===== src/fcg_pkg.sv =====
// Purpose: Shared constants and types for the fault close guard.
// Assumes: 10 MHz clock, APB register access, 1 ms internal time base.
// Notes: Times are kept in milliseconds.
// Notes on behaviour
// - A rising edge on arm_input starts the guard window and its release timer.
// - The window length is a release time of 0 to 1800 s, one second after reset.
// - A protection start while the window runs raises the trip output at once.
// - Any one of several protection start inputs is enough to trip, with no delay.
// - While guard_block_input is high the window cannot start; a window already running still gives active and trip.
// - The node operating mode is On, Blocked, Test, Test/Blocked or Off, On after reset.
// - With forcing enabled the reported state is forced to Normal, Blocked, Active or Trip.
// - A condition status of Normal, Init, Active, Trip or Blocked shows the present state.
// - The release time used is the one of the currently selected setting group.
// - Init, block, active and trip give timestamped ON and OFF events, selectable per event.
// - Separate clearable counters count init, block, active and trip events.
// - The twelve newest records are kept, taken on the ON edge of activation or trip.
// - A record holds event name, timestamp, setting group, remaining and active time.
package fcg_pkg;
  localparam int CLK_HZ = 10_000_000;
  localparam int MS_PER_S = 1000;
  localparam int TICK_CYC_DEF = CLK_HZ / MS_PER_S;
  localparam int REL_MAX_S = 1800;
  localparam int REL_MAX_MS = REL_MAX_S * MS_PER_S;
  localparam int REL_DEF_S = 1;
  localparam int TW = 21;
  localparam logic [TW-1:0] REL_DEF_MS = TW'(REL_DEF_S * MS_PER_S);
  localparam logic [TW-1:0] REL_MAX = TW'(REL_MAX_MS);
  localparam int NSTART = 4;
  localparam int NGRP = 8;
  localparam int NEV = 4;
  localparam int REC_N = 12;
  localparam int CW = 16;
  localparam logic [7:0] OFS_CTRL = 8'h00;
  localparam logic [7:0] OFS_STAT = 8'h04;
  localparam logic [7:0] OFS_EVSEL = 8'h08;
  localparam logic [7:0] OFS_IRQ = 8'h0C;
  localparam logic [7:0] OFS_MASK = 8'h10;
  localparam logic [7:0] OFS_CCLR = 8'h14;
  localparam logic [7:0] OFS_CNT0 = 8'h18;
  localparam logic [7:0] OFS_TREM = 8'h28;
  localparam logic [7:0] OFS_ACTT = 8'h2C;
  localparam logic [7:0] OFS_TIME = 8'h30;
  localparam logic [7:0] OFS_RIDX = 8'h34;
  localparam logic [7:0] OFS_RHDR = 8'h38;
  localparam logic [7:0] OFS_RTS = 8'h3C;
  localparam logic [7:0] OFS_RREM = 8'h40;
  localparam logic [7:0] OFS_RACT = 8'h44;
  localparam logic [7:0] OFS_REL0 = 8'h60;
  localparam int EV_INIT = 0;
  localparam int EV_BLOCK = 1;
  localparam int EV_ACT = 2;
  localparam int EV_TRIP = 3;
  typedef enum logic [2:0] {
    MODE_ON = 3'h0, MODE_BLK = 3'h1, MODE_TEST = 3'h2, MODE_TBLK = 3'h3, MODE_OFF = 3'h4
  } fcg_mode_t;
  typedef enum logic [1:0] {
    FRC_NORMAL = 2'h0, FRC_BLOCKED = 2'h1, FRC_ACTIVE = 2'h2, FRC_TRIP = 2'h3
  } fcg_force_t;
  typedef enum logic [2:0] {
    COND_NORMAL = 3'h0, COND_INIT = 3'h1, COND_ACTIVE = 3'h2, COND_TRIP = 3'h3,
    COND_BLOCKED = 3'h4
  } fcg_cond_t;
  typedef struct packed {
    fcg_force_t frc;
    logic fen;
    logic pad;
    fcg_mode_t mode;
  } fcg_ctrl_t;
  localparam fcg_ctrl_t CTRL_RST = '{FRC_NORMAL, 1'b0, 1'b0, MODE_ON};
  typedef struct packed {
    logic arm;
    logic block;
    logic [NSTART-1:0] start;
  } fcg_in_t;
  typedef struct packed {
    logic [NEV-1:0] on;
    logic [NEV-1:0] off;
    logic [31:0] stamp;
  } fcg_ev_t;
  typedef struct packed {
    logic [1:0] name;
    logic [2:0] grp;
    logic [31:0] stamp;
    logic [TW-1:0] trem;
    logic [31:0] actt;
  } fcg_rec_t;
endpackage


===== src/fcg_rec_mem.sv =====
// Purpose: Twelve-entry record store with registered read data.
// Assumes: One write port and one read port on the same clock.
// Notes: Read data follow the read address one cycle later.
`timescale 1ns/100ps
module fcg_rec_mem
  import fcg_pkg::*;
(
  // Clock.
  input wire logic clk,
  // Write side.
  input wire logic we,
  input wire logic [3:0] waddr,
  input fcg_pkg::fcg_rec_t wdata,
  // Read side.
  input wire logic [3:0] raddr,
  output fcg_pkg::fcg_rec_t rdata
);
  fcg_rec_t mem [REC_N];

  always_ff @(posedge clk) begin
    if (we && waddr < 4'(REC_N)) begin
      mem[waddr] <= wdata;
    end
  end

  always_ff @(posedge clk) begin
    if (raddr < 4'(REC_N)) begin
      rdata <= mem[raddr];
    end else begin
      rdata <= '0;
    end
  end
endmodule


===== src/fcg_guard.sv =====
// Purpose: Fault close guard with APB registers, events, counters and record log.
// Assumes: Inputs come from logic on clk; APB slave answers with no wait state.
// Notes: Trip and active outputs are suppressed in the two test modes.
`timescale 1ns/100ps
module fcg_guard
  import fcg_pkg::*;
#(
  parameter int TICK_CYC = fcg_pkg::TICK_CYC_DEF
) (
  // Clock and reset.
  input wire logic clk,
  input wire logic resetn,
  // APB slave.
  input wire logic [7:0] paddr,
  input wire logic psel,
  input wire logic penable,
  input wire logic pwrite,
  input wire logic [31:0] pwdata,
  output logic [31:0] prdata,
  output logic pready,
  output logic pslverr,
  // Guard inputs and setting group.
  input fcg_pkg::fcg_in_t guard_in,
  input wire logic [2:0] setting_group_select,
  // Guard outputs.
  output logic guard_active_output,
  output logic guard_trip_output,
  output fcg_pkg::fcg_ev_t ev_out,
  output logic irq
);
  import fcg_pkg::*;

  typedef enum logic [1:0] {
    ST_IDLE = 2'h0, ST_ARMED = 2'h1, ST_TRIP = 2'h2
  } fcg_state_t;

  fcg_state_t state;
  fcg_ctrl_t ctrl;
  fcg_cond_t cond;
  fcg_cond_t next_cond;
  fcg_rec_t rec_rd;
  fcg_rec_t rec_wr;
  logic [TW-1:0] rel_t [NGRP];
  logic [TW-1:0] rel_sel;
  logic [TW-1:0] trem;
  logic [31:0] actt;
  logic [31:0] ms_time;
  logic [13:0] tcnt;
  logic tick;
  logic arm_prev;
  logic arm_rise;
  logic run;
  logic blk;
  logic test;
  logic start_any;
  logic window;
  logic expire;
  logic [NEV-1:0] lvl;
  logic [NEV-1:0] next_lvl;
  logic [NEV-1:0] ev_on;
  logic [NEV-1:0] ev_off;
  logic [2*NEV-1:0] evsel;
  logic [NEV-1:0] irq_stat;
  logic [NEV-1:0] irq_mask;
  logic [CW-1:0] cnt [NEV];
  logic [NEV-1:0] cnt_clr;
  logic [3:0] wptr;
  logic [3:0] rec_cnt;
  logic [3:0] rec_idx;
  logic rec_we;
  logic wr;
  logic rd_ok;

  assign wr = psel && penable && pwrite;
  assign pready = 1'b1;
  assign pslverr = psel && penable && !rd_ok;

  // Time base: one enable pulse per millisecond and a free running stamp.
  always_ff @(posedge clk or negedge resetn) begin
    if (!resetn) begin
      tcnt <= '0;
    end else if (tcnt >= 14'(TICK_CYC - 1)) begin
      tcnt <= '0;
    end else begin
      tcnt <= tcnt + 14'h1;
    end
  end
  assign tick = (tcnt >= 14'(TICK_CYC - 1));

  always_ff @(posedge clk or negedge resetn) begin
    if (!resetn) begin
      ms_time <= '0;
    end else if (tick) begin
      ms_time <= ms_time + 32'h1;
    end
  end

  // Mode decode.
  assign run = (ctrl.mode == MODE_ON) || (ctrl.mode == MODE_BLK) ||
               (ctrl.mode == MODE_TEST) || (ctrl.mode == MODE_TBLK);
  assign blk = guard_in.block || (ctrl.mode == MODE_BLK) || (ctrl.mode == MODE_TBLK);
  assign test = (ctrl.mode == MODE_TEST) || (ctrl.mode == MODE_TBLK);
  assign start_any = |guard_in.start;
  assign rel_sel = rel_t[setting_group_select];
  assign window = (state != ST_IDLE);
  assign expire = window && tick && (trem <= TW'(1));

  always_ff @(posedge clk or negedge resetn) begin
    if (!resetn) begin
      arm_prev <= 1'b0;
    end else begin
      arm_prev <= guard_in.arm;
    end
  end
  assign arm_rise = guard_in.arm && !arm_prev;

  // Guard sequence.
  always_ff @(posedge clk or negedge resetn) begin
    if (!resetn) begin
      state <= ST_IDLE;
    end else if (!run) begin
      state <= ST_IDLE;
    end else if (arm_rise && !blk && rel_sel != '0) begin
      state <= start_any ? ST_TRIP : ST_ARMED;
    end else begin
      case (state)
        ST_IDLE: begin
          state <= ST_IDLE;
        end
        ST_ARMED: begin
          if (expire) begin
            state <= ST_IDLE;
          end else if (start_any) begin
            state <= ST_TRIP;
          end
        end
        ST_TRIP: begin
          if (expire) begin
            state <= ST_IDLE;
          end else if (!start_any) begin
            state <= ST_ARMED;
          end
        end
        default: begin
          state <= ST_IDLE;
        end
      endcase
    end
  end

  // Remaining release time and elapsed active time.
  always_ff @(posedge clk or negedge resetn) begin
    if (!resetn) begin
      trem <= '0;
    end else if (!run) begin
      trem <= '0;
    end else if (arm_rise && !blk && rel_sel != '0) begin
      trem <= rel_sel;
    end else if (window && tick) begin
      trem <= expire ? '0 : trem - TW'(1);
    end
  end

  always_ff @(posedge clk or negedge resetn) begin
    if (!resetn) begin
      actt <= '0;
    end else if (run && arm_rise && !blk && rel_sel != '0) begin
      actt <= '0;
    end else if (window && tick) begin
      actt <= actt + 32'h1;
    end
  end

  // Reported levels, with forcing taking precedence.
  always_comb begin
    next_lvl = '0;
    if (ctrl.fen) begin
      next_lvl[EV_BLOCK] = (ctrl.frc == FRC_BLOCKED);
      next_lvl[EV_ACT] = (ctrl.frc == FRC_ACTIVE) || (ctrl.frc == FRC_TRIP);
      next_lvl[EV_TRIP] = (ctrl.frc == FRC_TRIP);
    end else if (run) begin
      next_lvl[EV_INIT] = guard_in.arm;
      next_lvl[EV_BLOCK] = blk;
      next_lvl[EV_ACT] = window;
      next_lvl[EV_TRIP] = (state == ST_TRIP);
    end
  end

  always_comb begin
    if (next_lvl[EV_TRIP]) begin
      next_cond = COND_TRIP;
    end else if (next_lvl[EV_ACT]) begin
      next_cond = COND_ACTIVE;
    end else if (next_lvl[EV_BLOCK]) begin
      next_cond = COND_BLOCKED;
    end else if (next_lvl[EV_INIT]) begin
      next_cond = COND_INIT;
    end else begin
      next_cond = COND_NORMAL;
    end
  end

  always_ff @(posedge clk or negedge resetn) begin
    if (!resetn) begin
      lvl <= '0;
      cond <= COND_NORMAL;
      guard_active_output <= 1'b0;
      guard_trip_output <= 1'b0;
    end else begin
      lvl <= next_lvl;
      cond <= next_cond;
      guard_active_output <= next_lvl[EV_ACT] && !test;
      guard_trip_output <= next_lvl[EV_TRIP] && !test;
    end
  end

  // Events, stamped with the millisecond time.
  assign ev_on = next_lvl & ~lvl;
  assign ev_off = ~next_lvl & lvl;
  always_ff @(posedge clk or negedge resetn) begin
    if (!resetn) begin
      ev_out <= '0;
    end else begin
      ev_out.on <= ev_on & evsel[NEV-1:0];
      ev_out.off <= ev_off & evsel[2*NEV-1:NEV];
      ev_out.stamp <= ms_time;
    end
  end

  // Event counters; a clear in the same cycle as an event leaves a count of one.
  generate
    for (genvar i = 0; i < NEV; i++) begin : g_cnt
      always_ff @(posedge clk or negedge resetn) begin
        if (!resetn) begin
          cnt[i] <= '0;
        end else if (cnt_clr[i]) begin
          cnt[i] <= ev_on[i] ? CW'(1) : '0;
        end else if (ev_on[i]) begin
          cnt[i] <= cnt[i] + CW'(1);
        end
      end
    end
  endgenerate
  assign cnt_clr = (wr && paddr == OFS_CCLR) ? pwdata[NEV-1:0] : '0;

  // Interrupt status: set wins over a write-one clear.
  always_ff @(posedge clk or negedge resetn) begin
    if (!resetn) begin
      irq_stat <= '0;
    end else if (wr && paddr == OFS_IRQ) begin
      irq_stat <= (irq_stat & ~pwdata[NEV-1:0]) | ev_on;
    end else begin
      irq_stat <= irq_stat | ev_on;
    end
  end
  assign irq = |(irq_stat & irq_mask);

  // Record log: ring of twelve, written on the ON edge of activation or trip.
  assign rec_we = ev_on[EV_ACT] || ev_on[EV_TRIP];
  assign rec_wr = '{ev_on[EV_TRIP] ? 2'(EV_TRIP) : 2'(EV_ACT),
                    setting_group_select, ms_time, trem, actt};
  always_ff @(posedge clk or negedge resetn) begin
    if (!resetn) begin
      wptr <= '0;
      rec_cnt <= '0;
    end else if (rec_we) begin
      wptr <= (wptr == 4'(REC_N - 1)) ? '0 : wptr + 4'h1;
      rec_cnt <= (rec_cnt == 4'(REC_N)) ? rec_cnt : rec_cnt + 4'h1;
    end
  end

  fcg_rec_mem u_mem (
    .clk(clk),
    .we(rec_we),
    .waddr(wptr),
    .wdata(rec_wr),
    .raddr(rec_idx),
    .rdata(rec_rd)
  );

  // Register writes.
  always_ff @(posedge clk or negedge resetn) begin
    if (!resetn) begin
      ctrl <= CTRL_RST;
      evsel <= '1;
      irq_mask <= '0;
      rec_idx <= '0;
    end else if (wr) begin
      case (paddr)
        OFS_CTRL: ctrl <= fcg_ctrl_t'(pwdata[6:0]);
        OFS_EVSEL: evsel <= pwdata[2*NEV-1:0];
        OFS_MASK: irq_mask <= pwdata[NEV-1:0];
        OFS_RIDX: rec_idx <= pwdata[3:0];
        default: ;
      endcase
    end
  end

  generate
    for (genvar g = 0; g < NGRP; g++) begin : g_rel
      always_ff @(posedge clk or negedge resetn) begin
        if (!resetn) begin
          rel_t[g] <= REL_DEF_MS;
        end else if (wr && paddr == OFS_REL0 + 8'(4 * g)) begin
          rel_t[g] <= (pwdata[TW-1:0] > REL_MAX) ? REL_MAX : pwdata[TW-1:0];
        end
      end
    end
  endgenerate

  // Register reads.
  always_comb begin
    prdata = '0;
    rd_ok = 1'b1;
    if (paddr >= OFS_REL0 && paddr < OFS_REL0 + 8'(4 * NGRP) && paddr[1:0] == 2'h0) begin
      prdata = 32'(rel_t[3'(paddr[4:2])]);
    end else if (paddr >= OFS_CNT0 && paddr < OFS_TREM && paddr[1:0] == 2'h0) begin
      prdata = 32'(cnt[2'(paddr[3:2] - OFS_CNT0[3:2])]);
    end else begin
      case (paddr)
        OFS_CTRL: prdata = 32'(ctrl);
        OFS_STAT: prdata = {16'h0, rec_cnt, wptr, 3'h0, cond, window, lvl[EV_TRIP]};
        OFS_EVSEL: prdata = 32'(evsel);
        OFS_IRQ: prdata = 32'(irq_stat);
        OFS_MASK: prdata = 32'(irq_mask);
        OFS_CCLR: prdata = '0;
        OFS_TREM: prdata = 32'(trem);
        OFS_ACTT: prdata = actt;
        OFS_TIME: prdata = ms_time;
        OFS_RIDX: prdata = 32'(rec_idx);
        OFS_RHDR: prdata = {27'h0, rec_rd.grp, rec_rd.name};
        OFS_RTS: prdata = rec_rd.stamp;
        OFS_RREM: prdata = 32'(rec_rd.trem);
        OFS_RACT: prdata = rec_rd.actt;
        default: rd_ok = 1'b0;
      endcase
    end
  end
endmodule


===== config.mk =====
export PLATFORM = sky130hd
export DESIGN_NAME = fcg_guard
export DESIGN_NICKNAME = d
export VERILOG_FILES = /design/src/fcg_pkg.sv /design/src/fcg_rec_mem.sv /design/src/fcg_guard.sv
export SDC_FILE = /design/constraint.sdc
export NUM_CORES = 2
export LEC_CHECK = 0
export CAP_MARGIN = 15
export CORE_UTILIZATION = 35
export DETAILED_ROUTE_END_ITERATION = 6
export DONT_BUFFER_PORTS = 1
export SETUP_SLACK_MARGIN = 0.02
export SLEW_MARGIN = 20
export SYNTH_ARGS = -nofsm -noshare
export SYNTH_HDL_FRONTEND = slang
export SYNTH_HIERARCHICAL = 1
export SYNTH_SLANG_ARGS = --single-unit

===== constraint.sdc =====
create_clock -name clk -period 16.5 [get_ports clk]
set_input_delay 3.3 -clock clk [delete_from_list [all_inputs] [get_ports clk]]
set_output_delay 3.3 -clock clk [all_outputs]
set_load 0.05 [all_outputs]

## Word level (Yosys, flattened, before mapping)

Memory sizes are Yosys's and may differ from the RTL's. A register that Yosys moved wholly into a read port is not among the register bits.
Cells that the tools add are included.

- Logic and storage cells: 225
- Memories kept: 1
- Flip-flop bits (word level): 420
- Output and inout port bits: 77
- RAM bits: 1068
- Input bits: 54

- Order comparisons: 12
- Reductions and logical operators: 60
- Eq/ne operators: 34
- Multiplexer cells: 56
- Bitwise logic cells: 15
- Add/subtract/negate cells: 11

Memory list:

| memory | depth | width | rd ports | clocked after Yosys merged registers in | wr ports | line | text |
|---|---|---|---|---|---|---|---|
| u_mem.mem | 12 | 89 | 1 | 1 | 1 | fcg_rec_mem.sv:18 | `fcg_rec_t mem [REC_N];` |

Operators by type and width:

| cell | number |
|---|---|
| $pmux W32 S13 | 1 |
| $mux W21 | 9 |
| $mux W16 | 10 |
| $mux W32 | 4 |
| $bmux W21 S3 | 2 |
| $eq A8 B7 Y1 const B | 10 |
| $add A16 B1 Y16 const B | 4 |
| $add A32 B1 Y32 const B | 2 |
| $eq A8 B6 Y1 const B | 6 |
| $bmux W16 S2 | 1 |
| $logic_and A1 B1 Y1 | 28 |
| $and A4 B4 Y4 | 6 |
| $gt A21 B21 Y1 const B | 1 |
| $le A21 B1 Y1 const B | 1 |
| $reduce_bool A21 Y1 | 1 |
| $sub A21 B1 Y21 const B | 1 |
| $eq A8 B4 Y1 const B | 2 |
| $eq A8 B5 Y1 const B | 2 |
| $mux W4 | 4 |
| $add A14 B1 Y14 const B | 1 |
| $ge A14 B14 Y1 const B | 1 |
| $mux W14 | 1 |
| $mux W2 | 7 |
| $reduce_or A14 Y1 | 1 |
| other kinds (33) | 82 |

## Logic depth before layout (Yosys ltp)

- Depth after elaboration: 11
- Mapped depth: 12
- Gate-level depth less buffers: 9

## Cells and area by module

Netlist, hierarchy kept.

By module, submodules not included:

| module | area an instance (µm²) | cells an instance | times used | seq. area each (µm²) |
|---|---|---|---|---|
| fcg_rec_mem | 42308.1 | 1823 | 1 | 34232.8 |
| fcg_guard | 22643.0 | 2248 | 1 | 10530.1 |

## Worst setup path before layout

OpenSTA, ideal clock, no wires.

- Path type: in2out
- From: in paddr[1]
- To: out prdata[2]
- Path slack: 7.251 ns
- Required time: 13.200 ns
- Stages on the path: 6
- Path buffers: 1
- Arrival time: 5.949 ns
- Path through: or4b_2 -> nor4_1 -> clkbuf_1 -> a22oi_1 -> nand4_1 -> a2bb2oi_1

- Longest elaborated chain between the ends: 5
- Elaborated cells on any way between the ends: 25
- Those cells by class: 4 x order compare; 12 x eq/ne; 3 x mux; 6 x reduce/logical

RTL lines:

| item | line | text |
|---|---|---|
| start, declared | fcg_guard.sv:14 | `input wire logic [7:0] paddr,` |
| $ge A8 B5 Y1 / $lt A8 B6 Y1 (equally long branches) | fcg_guard.sv:317 | `end else if (paddr >= OFS_CNT0 && paddr < OFS_TREM && paddr[1:0] == 2'h0) begin` |
| $logic_and A1 B1 Y1 (2 in a row) | fcg_guard.sv:317 |  |
| $mux W32 | fcg_guard.sv:317 |  |
| $mux W32 * | fcg_guard.sv:315 | `if (paddr >= OFS_REL0 && paddr < OFS_REL0 + 8'(4 * NGRP) && paddr[1:0] == 2'h0) begin` |
| end, declared | fcg_guard.sv:19 | `output logic [31:0] prdata,` |

Every way passes the cells marked *; elsewhere a longest branch is shown, timed or not.

## Worst setup path in the final report

- From: in paddr[3]
- To: out prdata[1]

- Longest elaborated chain between the ends: 7
- Elaborated cells on any way between the ends: 33
- Those cells by class: 1 x add/sub; 4 x order compare; 12 x eq/ne; 9 x mux; 2 x bitwise; 5 x reduce/logical

RTL lines:

| item | line | text |
|---|---|---|
| $sub A2 B2 Y2 | fcg_guard.sv:318 | `prdata = 32'(cnt[2'(paddr[3:2] - OFS_CNT0[3:2])]);` |
| $not A2 Y3 (not written as such) | fcg_guard.sv:318 |  |
| $bmux W16 S2 | fcg_guard.sv:318 |  |
| $mux W16 (not written as such) (2 in a row) | fcg_guard.sv:318 |  |
| $mux W32 | fcg_guard.sv:317 |  |
| $mux W32 * | fcg_guard.sv:315 |  |

Every way passes the cells marked *; elsewhere a longest branch is shown, timed or not. The select of a mux whose other input is x is not followed.

==> results by stage <==
STA:
- The clock arrives with around 44 ps of skew.
- The clock period minus worst slack is 9610 ps.
- Summed over all failing endpoints, the final setup total negative slack is 0 ps.
- On the final layout, the worst hold slack is 384 ps.
- The number of endpoints with negative hold slack in the final report was 0.
- The number of max-slew violations in the final report is 57.
- After layout, the worst setup slack is 6890 ps.
- The slew of the pin with the lowest slew margin is 1600 ps.
- The share of the clock period used by the worst path is 58.2%.
- Setup violations remaining at the end of the flow were counted as 0.
- Derived from the worst setup path, the maximum achievable clock frequency is roughly 100 MHz.
- Setup repair after global routing left no endpoint under its margin.
- Measured against its own limit, the worst slew margin works out to -6.89%.

Synthesis:
- The synthesized-area fraction occupied by and/or/nand/nor cells is around 7.4%.
- The synthesized netlist devotes under 10% of its cell area to XOR and XNOR gates.
- The proportion of register bits with asynchronous set or reset after synthesis is 26.3%.
- Summing the areas of all compound-gate instances in the mapped netlist gives 5.64% of the synthesized area.
- The number of synthesis warnings is 6.
- After synthesis, the cell types taking the most area are edfxtp_1 50%, dfrtp_1 14%, mux4_2 13%.
- The number of enable flip-flop cells after synthesis is 1080.
- For this run, the leading register cell type out of synthesis is edfxtp_1.
- The number of distinct standard cells referenced by the synthesized netlist is 75.
- Dividing the synthesized area by the synthesized cell count gives 16.0 um^2.
- After Yosys synthesis, full adders, half adders and majority gates account for 0.289% of the synthesized area.
- The number of standard cells after synthesis is 4071.
- The cell taking the most area after synthesis is edfxtp_1.
- Synthesis inferred 1588 register bits.
- The combinational family with the most area after synthesis is multiplexers.
- The portion of synthesized cell area occupied by the leading cell type is 49.9%.
- For this run, the register share of the synthesized area comes to a little under 70%.
- The post-synthesis mux area share is between 10% and 20%.
- The cell area that synthesis handed to floorplanning was 0.0650 mm^2.

Clocking:
- The hold buffer count at cts is 0.
- The CTS tree is built.
- The deepest clock path buffer count is 3.
- The post-CTS repair timing setup buffer count is 0.
- The count of instances resized after the clock tree is built is 0.
- The number of buffers added by the clock tree synthesis step is 162.
- The master cell of the clock root buffer is clkbuf_16.
- The total clock sinks is 1588.
- The depth of the CTS H-tree is 4.
- The clock-pin transition on the worst setup and hold timing paths is 60 ps.
- The worst-skew pair later-pin latency is 810 ps.

GRT:
- The maximum number of pins on one net before global-route repair is 419.
- The all-layer global routing usage is 19.4%.
- The number of global-route vias before repair is 37400.
- The first global-routing pass estimated around 260 mm of wire.
- The number of antenna violations at the first check in global routing is 2.
- Summed over all layers, the global routing overflow is 0.

Drt:
- The final wirelength is 182 mm.
- The number of nets with antenna violations after detailed routing is 0.
- The overall via count from detail_route is 37300.
- After detailed routing, the average wire length per cell comes to 27.1 um.
- In this run, the number of DRC markers left after iteration 0 of detailed routing was 3699.
- For this run, design rule violations remaining after detail routing come to 0.
- The number of iterations in the first detailed-routing pass is 6.
- After detailed routing, the number of vias per cell comes to 5.56.

Worst setup path:
- The critical path endpoint category is an output pin.
- The largest individual stage delay along the critical path comes from the cell a22oi_1.
- The beginning of the worst register-to-register path is state[0].
- Walking the worst path, the cells encountered are or4b_2 > nor4_2 > buf_4 > a22oi_1 > nand2_1 > nor2_1 > a22oi_1.
- The cell count of the worst reg-to-reg path is 10.
- The required time of the worst setup path is 13200 ps.
- The element type at the critical path start is an input port.
- The largest incremental delay on the critical path is 1040 ps.
- Along the worst path, the maximum fanout reaches 69.
- Tracing the worst setup path back leads to its startpoint at paddr[3].
- By instance count, the cell type seen most on the critical path is a22oi_1.
- The minimum setup slack among reg-to-reg paths is 11180 ps.
- The reg-to-reg endpoint is u_mem/mem[0][60].
- The worst setup path is of the input port to output pin kind.
- The worst path arrival time is 6310 ps.
- The most critical setup path has its endpoint at prdata[1].

Placement:
- The count of buffers from port buffering is 0.
- Before CTS, the worst setup slack after placement is roughly 7000 ps.
- The detailed-placement wirelength estimate is 106 mm.
- At the end of routability-driven placement, the weighted congestion stood at 0.907.

Power and ir drop:
- The analysis attributes to cell leakage a power of 25.7 nW.
- The maximum vdd drop is 0.0881 mV.
- The total power divided by cell area is 119 mW/mm^2.

Final layout:
- The count of fill cells added during filler insertion is 16700.
- The final cell utilization of the core is 40.0%.
- The footprint of the multi-input gates is around 0.019 mm^2.
- The final layout contains about 4200 nets.
- The sequential cells in the finished layout cover a total of 0.0448 mm^2.
- The fraction of final layout cells with drive strength greater than 1 is 21.5%.
- Relative to the synthesized area, the layout overhead comes to 13.0%.

Min path:
- The number of stages on the worst hold path is 0.
- The worst hold path belongs to the class register to register.

Floorplanning:
- Row generation in the floorplan step produced 157 rows.
- The horizontal extent of the die is 433 um.
- The vertical die dimension is 433 um.
- For this configuration, the core starts out at a cell density of 35.4%.
- 131 I/O pins were placed.
- The core region is 0.184 mm^2.
- The die covers 0.187 mm^2.

Run:
- The tool flagged a number of max-cap violations equal to 0.

Status:
- The checks that failed: slew limit.
- The flow ran to the end, but the final reports show violations.
-- through the flow --
| step | area [um^2] | power (mW) | std cells |
|---|---|---|---|
| after floorplan | 65000 | 4.98 | 4083 |
| after global placement | 68100 | 5.15 | 6407 |
| after detailed placement | 68100 | 5.16 | 6407 |
| after CTS | 73400 | 8.80 | 6708 |
| after global routing | 73400 | 9.01 | 6708 |
| final | 73400 | 8.74 | 6709 |
-- cell families after synthesis --
| kind of cell | count (synthesis) |
|---|---|
| xor+xnor | 125 |
| fa+ha+maj | 15 |
| buf+inv | 279 |
| flops | 1588 |
| compound gates | 540 |
| mux | 445 |
| simple gates | 1078 |
| other cells | 1 |
-- worst min path at each step --
stage	end	start	slack, ps
global route	ev_out[12]	ms_time[12]	410
global placement	ev_out[13]	ms_time[13]	360
detailed placement	ev_out[12]	ms_time[12]	370
finish	ev_out[12]	ms_time[12]	380
CTS	ev_out[12]	ms_time[12]	390
floorplan	tcnt[0]	tcnt[0]	430
-- cell type report --
type / instances / share of cell area [%]
sequential: 1588 / 61.0
multi-input combinational: 2216 / 26.3
clock buffer: 232 / 6.24
tap: 2464 / 4.20
timing repair buffer: 112 / 1.17
clock inverter: 69 / 0.980
inverter: 27 / 0.138
antenna: 1 / 0.00341
-- power breakdown --
| group | switching, mW | internal (mW) | total [mW] |
|---|---|---|---|
| Sequential | 0.170 | 4.43 | 4.60 |
| Clock | 1.58 | 2.07 | 3.65 |
| Combinational | 0.298 | 0.195 | 0.493 |
-- registers in the layout, indices dropped and copies added (netlist names), 8 cells and up --
name         flops
actt            32
cnt             64
ev_out          40
evsel            8
ms_time         32
rel_t          168
tcnt            14
trem            21
u_mem/mem     1080
u_mem/rdata     90
-- metal layers --
metal | vias up | track usage (%) | wire length [um]
li1 | 15800 | - | -
met2 | 1449 | 31.8 | 88400
met3 | 263 | 3.86 | 13900
met1 | 19800 | 25.8 | 74800
met4 | 2 | 5.99 | 5040
met5 | - | 0 | 14
-- critical path: cells and delay by family --
family	cells	cell delay, ps
buf+inv	1	530
simple gates	4	1120
compound gates	2	1270
-- synth_stat cells (all sizes together), types with 56 or more instances --
cell    count
clkbuf    164
xnor2      57
xor2       68
o21ai     123
mux4      368
dfrtp     362
buf        88
nand2     514
dfxtp      90
dfstp      56
a21oi     137
a22oi     136
edfxtp   1080
nor2      264
-- placed cells by master (no fill, tap or decap), types with 57 or more instances in the layout --
cell / synthesis / layout
a22oi_1: 136 / 136
dfrtp_1: 362 / 358
buf_4: 13 / 109
edfxtp_1: 1080 / 1080
o21ai_0: 122 / 122
xnor2_1: 57 / 57
dfxtp_1: 90 / 90
mux4_2: 368 / 368
a21oi_1: 106 / 105
clkbuf_16: 0 / 164
xor2_1: 68 / 68
nor2_1: 262 / 244
nand2_1: 514 / 514
Power figures use the tool's default switching activity.
